===== src/analog_array_map.vh =====
// Overview of operation
// [RULE_01] One driver per column comparator bus
// [RULE_02] Column latch follows bus while phase two high
// [RULE_03] Latch holds value at phase two fall
// [RULE_04] Latched comparators read in bits 7..4
// [RULE_05] Irq source: comparator bus or phase-two fall
// [RULE_06] Continuous-time latch enable and phase bits
// [RULE_07] Switched-cap output always latched, phase selectable
// [RULE_08] Sync enable stalls switched-cap writes until phase one
// [RULE_09] Firmware initialises control, then sets sign guess
// [RULE_10] Each OR access checks guess, sets next bit
// [RULE_11] Six OR accesses finish six-bit conversion
// [RULE_12] Write-only bits 6..4 load bit count
// [RULE_13] Bit 3 inverts comparator sense for sequencer
// [RULE_14] Bits 2..1 pick sequencer comparator column
// [RULE_15] Column clock not power-of-two above processor clock
// [RULE_16] Other clock ratios never lock the stall
// [RULE_17] Two-bit pin select per column, even/odd pins
// [RULE_18] Columns 1 and 2 may take neighbour mux
// [RULE_19] Writes to status bits ignored
`ifndef ANALOG_ARRAY_MAP_VH
`define ANALOG_ARRAY_MAP_VH
`define IDX_INPUT_SELECT 12'h060
`define IDX_CMP_STATUS 12'h064
`define IDX_SYNC_SAR 12'h065
`define IDX_OUT_BUF 12'h062
`define IDX_DAC 12'h068
`define IDX_DAC_OR 12'h069
`define IDX_SC_WRITE 12'h06A
`define IDX_IRQ_STATUS 12'h06B
`define IDX_IRQ_MASK 12'h06C
`define IDX_CMP_SOURCE 12'h06D
`define ADDR_INPUT_SELECT 12'h180
`define ADDR_CMP_STATUS 12'h190
`define ADDR_SYNC_SAR 12'h194
`define ADDR_OUT_BUF 12'h188
`define ADDR_DAC 12'h1A0
`define ADDR_DAC_OR 12'h1A4
`define ADDR_SC_WRITE 12'h1A8
`define ADDR_IRQ_STATUS 12'h1AC
`define ADDR_IRQ_MASK 12'h1B0
`define ADDR_CMP_SOURCE 12'h1B4
`define RST_BYTE 8'h00
`define RST_SOURCE 16'h0000
`define RST_IRQ 5'h00
`define RST_DAC 6'h00
`define SAR_WIDTH 6
`define SYNC_EN_BIT 0
`define SAR_COL_LSB 1
`define SAR_SIGN_BIT 3
`define SAR_COUNT_LSB 4
`define SWAP1_BIT 7
`define SWAP2_BIT 6
`define IRQ_SAR_DONE_BIT 4
`define RESP_OKAY 2'h0
`define RESP_SLVERR 2'h2
`endif


===== src/analog_array_digital_interface.v =====
`timescale 1ns/1ps
`include "analog_array_map.vh"
module analog_array_digital_interface (
  input wire aclk,
  input wire aresetn,
  input wire [11:0] s_axi_awaddr,
  input wire s_axi_awvalid,
  output wire s_axi_awready,
  input wire [31:0] s_axi_wdata,
  input wire [3:0] s_axi_wstrb,
  input wire s_axi_wvalid,
  output wire s_axi_wready,
  output reg [1:0] s_axi_bresp,
  output wire s_axi_bvalid,
  input wire s_axi_bready,
  input wire [11:0] s_axi_araddr,
  input wire s_axi_arvalid,
  output wire s_axi_arready,
  output reg [31:0] s_axi_rdata,
  output reg [1:0] s_axi_rresp,
  output reg s_axi_rvalid,
  input wire s_axi_rready,
  input wire phase_one_clock,
  input wire phase_two_clock,
  input wire [3:0] ct_comp_raw,
  input wire [3:0] sc_comp_raw,
  output reg [3:0] comparator_latched,
  output reg [5:0] dac_code,
  output reg sc_write_strobe,
  output reg [7:0] sc_write_data,
  output reg [11:0] column_pin_sel,
  output wire irq
);
  localparam [2:0] ST_IDLE = 3'b001;
  localparam [2:0] ST_STALL = 3'b010;
  localparam [2:0] ST_RESP = 3'b100;

  // Two-stage synchronisers for all analog-side inputs
  reg [9:0] sync1_q, sync2_q;
  reg p1_prev_q, p2_prev_q;
  wire p1, p2, p1_rise, p2_fall;
  wire [3:0] ct_raw, sc_raw;

  reg [7:0] input_select_q;
  reg [3:0] irq_source_q;
  reg [3:0] sync_ctrl_q;
  reg [1:0] swap_q;
  reg [15:0] cmp_source_q;
  reg [4:0] irq_status_q, irq_mask_q;
  reg [2:0] sar_count_q;
  reg [3:0] ct_blk_q, sc_blk_q, comp_prev_q;

  reg [2:0] state_q;
  reg aw_have_q, w_have_q;
  reg [11:0] waddr_q;
  reg [31:0] wdata_q;
  reg [3:0] wstrb_q;

  wire [3:0] src_sc, ct_en, ct_phase, sc_phase, ct_gate, sc_gate, col_bus, events;
  wire sync_en, sar_sign, sar_cmp, stall_target, both, commit, wmapped, lane0, sar_step, sar_done;
  wire [1:0] sar_col;
  wire [4:0] irq_clear, irq_set;
  reg [5:0] dac_step;
  reg [2:0] sar_pos;
  reg [31:0] rd_mux;
  reg rd_hit;
  integer i;

  assign p1 = sync2_q[9];
  assign p2 = sync2_q[8];
  assign ct_raw = sync2_q[7:4];
  assign sc_raw = sync2_q[3:0];
  assign p1_rise = p1 & ~p1_prev_q;
  assign p2_fall = p2_prev_q & ~p2;

  always @(posedge aclk)
  begin
    if (!aresetn)
    begin
      sync1_q <= 10'h000;
      sync2_q <= 10'h000;
      p1_prev_q <= 1'b0;
      p2_prev_q <= 1'b0;
    end
    else
    begin
      sync1_q <= {phase_one_clock, phase_two_clock, ct_comp_raw, sc_comp_raw};
      sync2_q <= sync1_q;
      p1_prev_q <= p1;
      p2_prev_q <= p2;
    end
  end

  assign src_sc = cmp_source_q[3:0];
  assign ct_en = cmp_source_q[7:4];
  assign ct_phase = cmp_source_q[11:8];
  assign sc_phase = cmp_source_q[15:12];
  // A phase bit of 1 latches on phase two, 0 on phase one
  assign ct_gate = ({4{p2}} & ct_phase) | ({4{p1}} & ~ct_phase); // RULE_06
  assign sc_gate = ({4{p2}} & sc_phase) | ({4{p1}} & ~sc_phase); // RULE_07
  // Exactly one block drives each column bus
  assign col_bus = (src_sc & sc_blk_q) | (~src_sc & ((ct_en & ct_blk_q) | (~ct_en & ct_raw))); // RULE_01

  always @(posedge aclk)
  begin
    if (!aresetn)
    begin
      ct_blk_q <= 4'h0;
      sc_blk_q <= 4'h0;
      comparator_latched <= 4'h0;
      comp_prev_q <= 4'h0;
    end
    else
    begin
      ct_blk_q <= (ct_gate & ct_raw) | (~ct_gate & ct_blk_q); // RULE_06
      sc_blk_q <= (sc_gate & sc_raw) | (~sc_gate & sc_blk_q); // RULE_07
      // Holds its value while phase two is low
      if (p2)
      begin
        comparator_latched <= col_bus; // RULE_02 RULE_03
      end
      comp_prev_q <= comparator_latched;
    end
  end

  // Interrupt events per column
  assign events = (~irq_source_q & comparator_latched & ~comp_prev_q) | (irq_source_q & {4{p2_fall}}); // RULE_05

  assign sync_en = sync_ctrl_q[`SYNC_EN_BIT];
  assign sar_sign = sync_ctrl_q[`SAR_SIGN_BIT];
  assign sar_col = sync_ctrl_q[`SAR_COL_LSB+1:`SAR_COL_LSB];
  assign sar_cmp = comparator_latched[sar_col] ^ sar_sign; // RULE_13 RULE_14

  // Write channel
  assign s_axi_awready = (state_q == ST_IDLE) & ~aw_have_q;
  assign s_axi_wready = (state_q == ST_IDLE) & ~w_have_q;
  assign s_axi_bvalid = (state_q == ST_RESP);
  assign both = aw_have_q & w_have_q;
  assign stall_target = (waddr_q == `ADDR_SC_WRITE) | (waddr_q == `ADDR_DAC) | (waddr_q == `ADDR_DAC_OR);
  assign commit = ((state_q == ST_IDLE) & both & ~(stall_target & sync_en)) | ((state_q == ST_STALL) & p1_rise);
  assign lane0 = wstrb_q[0];
  assign wmapped = (waddr_q == `ADDR_INPUT_SELECT) | (waddr_q == `ADDR_CMP_STATUS)
    | (waddr_q == `ADDR_SYNC_SAR) | (waddr_q == `ADDR_OUT_BUF) | stall_target
    | (waddr_q == `ADDR_IRQ_STATUS) | (waddr_q == `ADDR_IRQ_MASK) | (waddr_q == `ADDR_CMP_SOURCE);
  assign sar_step = commit & lane0 & (waddr_q == `ADDR_DAC_OR) & (sar_count_q != 3'h0);
  assign sar_done = sar_step & (sar_count_q == 3'h1); // RULE_11
  assign irq_set = {sar_done, events};
  assign irq_clear = (commit & lane0 & (waddr_q == `ADDR_IRQ_STATUS)) ? wdata_q[4:0] : 5'h00;
  assign irq = |(irq_status_q & irq_mask_q);

  // Successive-approximation step on the current guess bit
  always @*
  begin
    sar_pos = sar_count_q - 3'h1;
    dac_step = dac_code;
    for (i = 0; i < `SAR_WIDTH; i = i + 1)
    begin
      if ((i == sar_pos) && !sar_cmp)
      begin
        dac_step[i] = 1'b0; // RULE_10
      end
      if ((i + 1) == sar_pos)
      begin
        dac_step[i] = 1'b1; // RULE_10
      end
    end
  end

  always @(posedge aclk)
  begin
    if (!aresetn)
    begin
      state_q <= ST_IDLE;
      aw_have_q <= 1'b0;
      w_have_q <= 1'b0;
      waddr_q <= 12'h000;
      wdata_q <= 32'h00000000;
      wstrb_q <= 4'h0;
      s_axi_bresp <= `RESP_OKAY;
    end
    else
    begin
      if (s_axi_awvalid && s_axi_awready)
      begin
        aw_have_q <= 1'b1;
        waddr_q <= s_axi_awaddr;
      end
      if (s_axi_wvalid && s_axi_wready)
      begin
        w_have_q <= 1'b1;
        wdata_q <= s_axi_wdata;
        wstrb_q <= s_axi_wstrb;
      end
      if (commit)
      begin
        s_axi_bresp <= wmapped ? `RESP_OKAY : `RESP_SLVERR;
      end
      case (state_q)
        ST_IDLE:
        begin
          if (both)
          begin
            state_q <= commit ? ST_RESP : ST_STALL; // RULE_08
          end
        end
        ST_STALL:
        begin
          if (p1_rise)
          begin
            state_q <= ST_RESP; // RULE_08
          end
        end
        ST_RESP:
        begin
          if (s_axi_bready)
          begin
            state_q <= ST_IDLE;
            aw_have_q <= 1'b0;
            w_have_q <= 1'b0;
          end
        end
        default:
        begin
          state_q <= ST_IDLE;
        end
      endcase
    end
  end

  // Register file updates
  always @(posedge aclk)
  begin
    if (!aresetn)
    begin
      input_select_q <= `RST_BYTE;
      irq_source_q <= 4'h0;
      sync_ctrl_q <= 4'h0;
      sar_count_q <= 3'h0;
      swap_q <= 2'h0;
      cmp_source_q <= `RST_SOURCE;
      irq_mask_q <= `RST_IRQ;
      irq_status_q <= `RST_IRQ;
      dac_code <= `RST_DAC;
      sc_write_strobe <= 1'b0;
      sc_write_data <= `RST_BYTE;
    end
    else
    begin
      irq_status_q <= (irq_status_q & ~irq_clear) | irq_set;
      sc_write_strobe <= 1'b0;
      if (commit && lane0)
      begin
        if (waddr_q == `ADDR_INPUT_SELECT)
        begin
          input_select_q <= wdata_q[7:0]; // RULE_17
        end
        else if (waddr_q == `ADDR_CMP_STATUS)
        begin
          irq_source_q <= wdata_q[3:0]; // RULE_19
        end
        else if (waddr_q == `ADDR_SYNC_SAR)
        begin
          sync_ctrl_q <= wdata_q[3:0];
          sar_count_q <= wdata_q[`SAR_COUNT_LSB+2:`SAR_COUNT_LSB]; // RULE_12
        end
        else if (waddr_q == `ADDR_OUT_BUF)
        begin
          swap_q <= {wdata_q[`SWAP1_BIT], wdata_q[`SWAP2_BIT]}; // RULE_18
        end
        else if (waddr_q == `ADDR_DAC)
        begin
          dac_code <= wdata_q[5:0];
        end
        else if (waddr_q == `ADDR_DAC_OR)
        begin
          if (sar_count_q != 3'h0)
          begin
            dac_code <= dac_step; // RULE_10
            sar_count_q <= sar_count_q - 3'h1; // RULE_11
          end
          else
          begin
            dac_code <= dac_code | wdata_q[5:0];
          end
        end
        else if (waddr_q == `ADDR_SC_WRITE)
        begin
          sc_write_strobe <= 1'b1; // RULE_08
          sc_write_data <= wdata_q[7:0];
        end
        else if (waddr_q == `ADDR_IRQ_MASK)
        begin
          irq_mask_q <= wdata_q[4:0];
        end
        else if (waddr_q == `ADDR_CMP_SOURCE)
        begin
          cmp_source_q[7:0] <= wdata_q[7:0];
        end
      end
      if (commit && wstrb_q[1] && (waddr_q == `ADDR_CMP_SOURCE))
      begin
        cmp_source_q[15:8] <= wdata_q[15:8];
      end
    end
  end

  // Column pin selection, col3 in [11:9] down to col0 in [2:0]
  always @(posedge aclk)
  begin
    if (!aresetn)
    begin
      column_pin_sel <= 12'h000;
    end
    else
    begin
      column_pin_sel[11:9] <= {input_select_q[7:6], 1'b0}; // RULE_17
      column_pin_sel[8:6] <= swap_q[0] ? {input_select_q[7:6], 1'b0} : {input_select_q[5:4], 1'b1}; // RULE_18
      column_pin_sel[5:3] <= swap_q[1] ? {input_select_q[1:0], 1'b1} : {input_select_q[3:2], 1'b0}; // RULE_18
      column_pin_sel[2:0] <= {input_select_q[1:0], 1'b1}; // RULE_17
    end
  end

  // Read channel
  assign s_axi_arready = ~s_axi_rvalid;

  always @*
  begin
    rd_mux = 32'h00000000;
    rd_hit = 1'b1;
    if (s_axi_araddr == `ADDR_INPUT_SELECT)
    begin
      rd_mux[7:0] = input_select_q;
    end
    else if (s_axi_araddr == `ADDR_CMP_STATUS)
    begin
      rd_mux[7:0] = {comparator_latched, irq_source_q}; // RULE_04
    end
    else if (s_axi_araddr == `ADDR_SYNC_SAR)
    begin
      rd_mux[3:0] = sync_ctrl_q;
    end
    else if (s_axi_araddr == `ADDR_DAC)
    begin
      rd_mux[5:0] = dac_code; // RULE_11
    end
    else if (s_axi_araddr == `ADDR_DAC_OR)
    begin
      rd_mux[5:0] = dac_code;
    end
    else if (s_axi_araddr == `ADDR_IRQ_STATUS)
    begin
      rd_mux[4:0] = irq_status_q;
    end
    else if (s_axi_araddr == `ADDR_IRQ_MASK)
    begin
      rd_mux[4:0] = irq_mask_q;
    end
    else if (s_axi_araddr == `ADDR_CMP_SOURCE)
    begin
      rd_mux[15:0] = cmp_source_q;
    end
    else if ((s_axi_araddr == `ADDR_OUT_BUF) || (s_axi_araddr == `ADDR_SC_WRITE))
    begin
      rd_mux = 32'h00000000;
    end
    else
    begin
      rd_hit = 1'b0;
    end
  end

  always @(posedge aclk)
  begin
    if (!aresetn)
    begin
      s_axi_rvalid <= 1'b0;
      s_axi_rdata <= 32'h00000000;
      s_axi_rresp <= `RESP_OKAY;
    end
    else if (s_axi_arvalid && s_axi_arready)
    begin
      s_axi_rvalid <= 1'b1;
      s_axi_rdata <= rd_mux;
      s_axi_rresp <= rd_hit ? `RESP_OKAY : `RESP_SLVERR;
    end
    else if (s_axi_rready)
    begin
      s_axi_rvalid <= 1'b0;
    end
  end
endmodule // analog_array_digital_interface


===== config.mk =====
export PLATFORM = sky130hd
export DESIGN_NAME = analog_array_digital_interface
export DESIGN_NICKNAME = d
export VERILOG_FILES = /design/src/analog_array_digital_interface.v
export VERILOG_INCLUDE_DIRS = /design/src
export SDC_FILE = /design/constraint.sdc
export NUM_CORES = 1
export LEC_CHECK = 0
export ABC_AREA = 1
export BUFFER_PORTS_ARGS = -buffer_cell sky130_fd_sc_hd__buf_2
export CAP_MARGIN = 20
export CORE_AREA = 3 3 140 142
export CTS_CLUSTER_DIAMETER = 100
export DETAILED_ROUTE_END_ITERATION = 10
export DIE_AREA = 0 0 143 145
export HOLD_SLACK_MARGIN = 0.15
export PLACE_DENSITY = 0.62
export SLEW_MARGIN = 20
export SYNTH_ARGS = -nofsm -noshare
export SYNTH_HDL_FRONTEND = slang
export SYNTH_SLANG_ARGS = --single-unit
export TNS_END_PERCENT = 1

===== constraint.sdc =====
create_clock -name aclk -period 2.4 [get_ports aclk]
set_clock_uncertainty 0.1 [all_clocks]
set_input_delay 0.48 -clock aclk [delete_from_list [all_inputs] [get_ports aclk]]
set_output_delay 0.48 -clock aclk [all_outputs]
set_load 0.01 [all_outputs]

== Word-level counts from Yosys, hierarchy flattened ==
Cells that the tools add are included.

* Flip-flop bits (word level): 184
* Output and inout bits: 73
* Word-level logic and storage cells: 275

* Bitwise gates (word level): 76
* Reductions and logical operators: 37
* Equality and inequality tests: 41
* Magnitude comparators: 1
* $add $sub $neg: 1
* Mux-type cells: 82

{| class="wikitable"
|+ Operators with widths
! operator !! number
|-
| $mux W32 || 8
|-
| $eq A12 B9 Y1 const B || 20
|-
| $mux W16 || 9
|-
| $and A4 B4 Y4 || 15
|-
| $mux W27 || 2
|-
| $mux W26 || 2
|-
| $reduce_and A7 Y1 || 7
|-
| $mux W24 || 2
|-
| $mux W3 || 11
|-
| $mux W1 || 32
|-
| $not A4 Y4 || 8
|-
| $mux W6 || 5
|-
| $mux W28 || 1
|-
| $or A4 B4 Y4 || 7
|-
| $ne A4 B4 Y1 const B || 6
|-
| $mux W8 || 2
|-
| $not A1 Y1 || 16
|-
| $mux W5 || 3
|-
| $and A1 B1 Y1 || 14
|-
| $logic_and A1 B1 Y1 || 12
|-
| $and A5 B5 Y5 || 2
|-
| $or A1 B1 Y1 || 10
|-
| $reduce_and A10 Y1 || 1
|-
| $eq A3 B3 Y1 const A || 3
|-
| 30 further kinds || 40
|}

== Depth between registers and ports, before layout ==
* Depth in word-level cells: 24
* Gate-level depth with buffers: 13
* Gate-level depth less buffers: 13

== Worst setup path before layout ==
No wires, ideal clock.

* Path kind: input port to flip-flop
* Start: in s_axi_araddr[8]
* End: reg s_axi_rdata[0]
* Data required time: 2.168 ns
* Library setup time: 0.132 ns
* Arrival: 1.615 ns
* Cell stages on the path: 10
* Path slack: 0.552 ns
* Cell sequence: inv_1 > nor2_1 > nand2_1 > nor3_4 > nand2_1 > buf_2 > o21ai_0 > o21ai_0 > nand3_1 > a21oi_1

* Word-level cells in the longest chain between the ends: 16
* Elaborated cells between the ends (all ways): 23

{| class="wikitable"
|+ RTL lines
! item !! line !! text
|-
| start: declaration || analog_array_digital_interface.v:16 || <nowiki>input wire [11:0] s_axi_araddr,</nowiki>
|-
| $eq A12 B9 Y1 (no line) || - ||
|-
| $mux W16 || analog_array_digital_interface.v:358 || <nowiki>else if (s_axi_araddr == `ADDR_CMP_SOURCE)</nowiki>
|-
| $mux W16 || analog_array_digital_interface.v:354 || <nowiki>else if (s_axi_araddr == `ADDR_IRQ_MASK)</nowiki>
|-
| $mux W16 || analog_array_digital_interface.v:350 || <nowiki>else if (s_axi_araddr == `ADDR_IRQ_STATUS)</nowiki>
|-
| $mux W16 || analog_array_digital_interface.v:346 || <nowiki>else if (s_axi_araddr == `ADDR_DAC_OR)</nowiki>
|-
| $mux W16 || analog_array_digital_interface.v:342 || <nowiki>else if (s_axi_araddr == `ADDR_DAC)</nowiki>
|-
| $mux W16 || analog_array_digital_interface.v:338 || <nowiki>else if (s_axi_araddr == `ADDR_SYNC_SAR)</nowiki>
|-
| $mux W16 || analog_array_digital_interface.v:334 || <nowiki>else if (s_axi_araddr == `ADDR_CMP_STATUS)</nowiki>
|-
| $mux W16 || analog_array_digital_interface.v:330 || <nowiki>if (s_axi_araddr == `ADDR_INPUT_SELECT)</nowiki>
|-
| $mux W5 || analog_array_digital_interface.v:354 ||
|-
| $mux W5 || analog_array_digital_interface.v:350 ||
|-
| $mux W6 || analog_array_digital_interface.v:346 ||
|-
| $mux W6 || analog_array_digital_interface.v:342 ||
|-
| $mux W4 || analog_array_digital_interface.v:338 ||
|-
| $mux W8 || analog_array_digital_interface.v:334 ||
|-
| $mux W8 * || analog_array_digital_interface.v:330 ||
|-
| end signal: assignment || analog_array_digital_interface.v:383 || <nowiki>s_axi_rdata <= rd_mux;</nowiki>
|-
| end: declaration || analog_array_digital_interface.v:19 || <nowiki>output reg [31:0] s_axi_rdata,</nowiki>
|}

Every way passes the cells marked *; elsewhere a longest branch is shown, timed or not. The select of a mux whose other input is x is not followed.
A chain may end at the register's enable or synchronous reset.

== Final worst setup path ==
* Start: reg state_q[2]
* End: out s_axi_wready

* Word-level cells in the longest chain between the ends: 2

{| class="wikitable"
|+ RTL lines
! item !! line !! text
|-
| start: declaration || analog_array_digital_interface.v:53 || <nowiki>reg [2:0] state_q;</nowiki>
|-
| start signal: assignment || analog_array_digital_interface.v:203 || <nowiki>state_q <= commit ? ST_RESP : ST_STALL;</nowiki>
|-
| $eq A3 B1 Y1 || analog_array_digital_interface.v:136 || <nowiki>assign s_axi_wready = (state_q == ST_IDLE) & ~w_have_q;</nowiki>
|-
| $and A1 B1 Y1 || analog_array_digital_interface.v:136 ||
|-
| end: declaration || analog_array_digital_interface.v:12 || <nowiki>output wire s_axi_wready,</nowiki>
|}

Every way passes these cells.

==> results.ini <==
[synth]
synth_xor_area_frac=0.00237
synthCells=1044
synth.ff_latch_count=165
async_flop_share=0
synth_enable_flop_cells=0
syn-cell-area_mm2=0.00739
avgSynthCellArea_um2=7.08
synth_compound_area_frac=0.158
yosys_warnings=0
yosysUniqueCellTypes=43
synth_flop_cell=dfxtp_1
synthAdderAreaFrac=0.00846
synthMuxAreaShare=0
synth_top_family_by_area=simple AND/OR/NAND/NOR gates
ys_seq_area_frac=0.447
yosys.area_share.simple=0.271

[layout]
nets=1250
area_growth_pct=20.1
diodes=0
drive_gt1_frac=0.167
layout.cells.non_filler=1415

[global_routing]
gr-total-overflow=0
grt_pass1_vias=6354
grt_pass1_wl_mm=32.3
grt_usage=0.195
grt_max_degree=60
grt_antenna_before_repair=0

[setup_path]
crit_cells=5
cp_slowest_cell=dfxtp_1
r2r_setup_slack_ns=0.29
worstSetupPathType=register to output port
path_cells=inv_1 > nand3_1 > nor2_1 > buf_4 > buf_2
critPathBufInv=3
worstPathArrival_ns=1.58
critical_path.endpoint_type=output port
critPathRequiredTime_ns=1.82
cp_max_fo=10
reg2reg_depth=13
cp-start-kind=register
cpLargestDelayFamily=simple AND/OR/NAND/NOR gates
slowest_delay_ns=0.32

[detailed_routing]
ant_nets=0
drc=0
wirelength_mm=20.0
firstDrtPassIters=4
drt_iter0_drc=321
vias=6846
wl_per_cell_um=14.1
vias_per_cell=4.84

[timing]
min_period_ns=2.16
rsz0062_at_grt=false
period_share=0.898
setup_viol=0
worst_slew_margin_rel=0.589
finalHoldViolCount=0
drv_slew=0
fin_tns_setup_ns=0
tightest_slew_ns=0.614
fmax_mhz=464

[pwr]
total_power_mw=6.29
peakVddDrop_mv=0.461
power.leakage_nw=4.12
powerDensity_mw_per_mm2=709

[clock_network]
cts_tree=yes
clock-root-buffer=clkbuf_16
cts_setup_buffers=0
clockBufferDepth=2
cts.sinks=165
hold_buffers=10
numCtsBuffers=17
clk_pin_slew_ns=0.08
cts_resized=0
h-tree-depth=4
clock_latency_ns=0.44

[min_path]
hp-class=input pin to register
min_path_cells=3

[floorplanning]
die_area_mm2=0.0207
initial_core_util=0.398
die_w_um=143
design.portCount=150
core_area_mm2=0.0186
rows=50
dieHeight_um=145

[placed_design]
portBuffers=112
place_inst=1373
gp_congestion=0.890
dpl.hpwl_mm=14.9

[run]
drv_cap=0

[outcome]
outcome=finished clean

-- metal layers --
layer | track usage | routed length [µm]
met4 | 0.0646 | 454
met5 | 0 | 0
met1 | 0.262 | 9400
met3 | 0.0386 | 937
met2 | 0.312 | 9230
-- placed cells by master, fill, tap and decap left out, drive strengths merged, types with 5 or more instances in the layout --
| cell | count |
|---|---|
| nand2 | 241 |
| dfxtp | 165 |
| inv | 157 |
| buf | 127 |
| nor2 | 113 |
| a21oi | 112 |
| o21ai | 92 |
| nand3 | 70 |
| conb | 19 |
| clkbuf | 17 |
| nor3 | 14 |
| dlygate4sd3 | 10 |
| nor3b | 8 |
| clkinv | 7 |
| ha | 5 |
-- area by class of cell --
class / count / area, µm²
fill: 1919 / 9700
multi-input combinational: 698 / 3320
sequential: 165 / 3300
timing repair buffer: 137 / 773
inverter: 149 / 559
clock buffer: 17 / 425
tap: 234 / 293
clock inverter: 15 / 206
-- cells in the mapped netlist, drive strengths merged (2+ instances only) --
library cell,instances,area share
o21ai,92,0.062
nand2,241,0.13
nor2,113,0.063
inv,147,0.075
nand3,70,0.050
nor4,2,0.0017
ha,5,0.0085
clkinv,2,0.0010
clkbuf,23,0.012
a31oi,2,0.0017
nor3b,8,0.0095
buf,27,0.026
o221ai,4,0.0047
nand4,2,0.0017
o2111ai,2,0.0024
dfxtp,165,0.45
a21oi,112,0.077
nor3,14,0.016
o22ai,4,0.0034
-- worst paths after layout --
kind              startpoint               end
max               state_q[2]      s_axi_wready
min          s_axi_wdata[12]       wdata_q[12]
max reg2reg       waddr_q[4]  sc_write_data[2]
min reg2reg       sync1_q[5]        sync2_q[5]
-- worst reg2reg max path, stage by stage, from the launching register on --
cell and delay (ns):
dfxtp_1 0.34, inv_2 0.09, nand2_4 0.07, nor2_4 0.04, nand3_1 0.16, nand3_2 0.12, nand2_2 0.09, nand2_4 0.06
nand2_4 0.10, nand2_2 0.10, nor2_2 0.38, inv_2 0.16, nand2_1 0.10, a21oi_1 0.06
-- stage by stage --
step                      worst slack [ns]  hold WS [ns]  area [µm²]   util
final                                0.244         0.210        8880  0.478
after detailed placement             0.191         0.300        8150  0.439
after global routing                0.0950         0.214        8880  0.478
after CTS                            0.228         0.201        8880  0.478
after global placement               0.209         0.297        8150  0.439
after floorplan                      0.552         0.290        7460      -
-- flip-flops by register name (all words and copies together), names as in the netlist, 6 cells and up, named ones only --
register        cells
cmp_source_q       16
sync1_q            10
dac_code            6
column_pin_sel     11
s_axi_rdata        16
waddr_q            12
wdata_q            16
sync2_q            10
sc_write_data       8
input_select_q      8
-- power by group --
| part | switching (mW) | internal [mW] | total [mW] |
|---|---|---|---|
| combinational | 0.350 | 0.180 | 0.530 |
| clock | 1.38 | 1.45 | 2.83 |
| sequential | 0.0993 | 2.84 | 2.94 |
-- cells by family (layout without fill, tap and decap cells) --
logic type,count (synthesis),count (layout)
AND/OR/NAND/NOR,451,451
AO/OA/AOI/OAI,221,221
flip-flops,165,165
other,1,19
buffers and inverters,199,318
adder cells (fa/ha/maj),5,5
XOR/XNOR,2,2
Power figures use the tool's default switching activity.
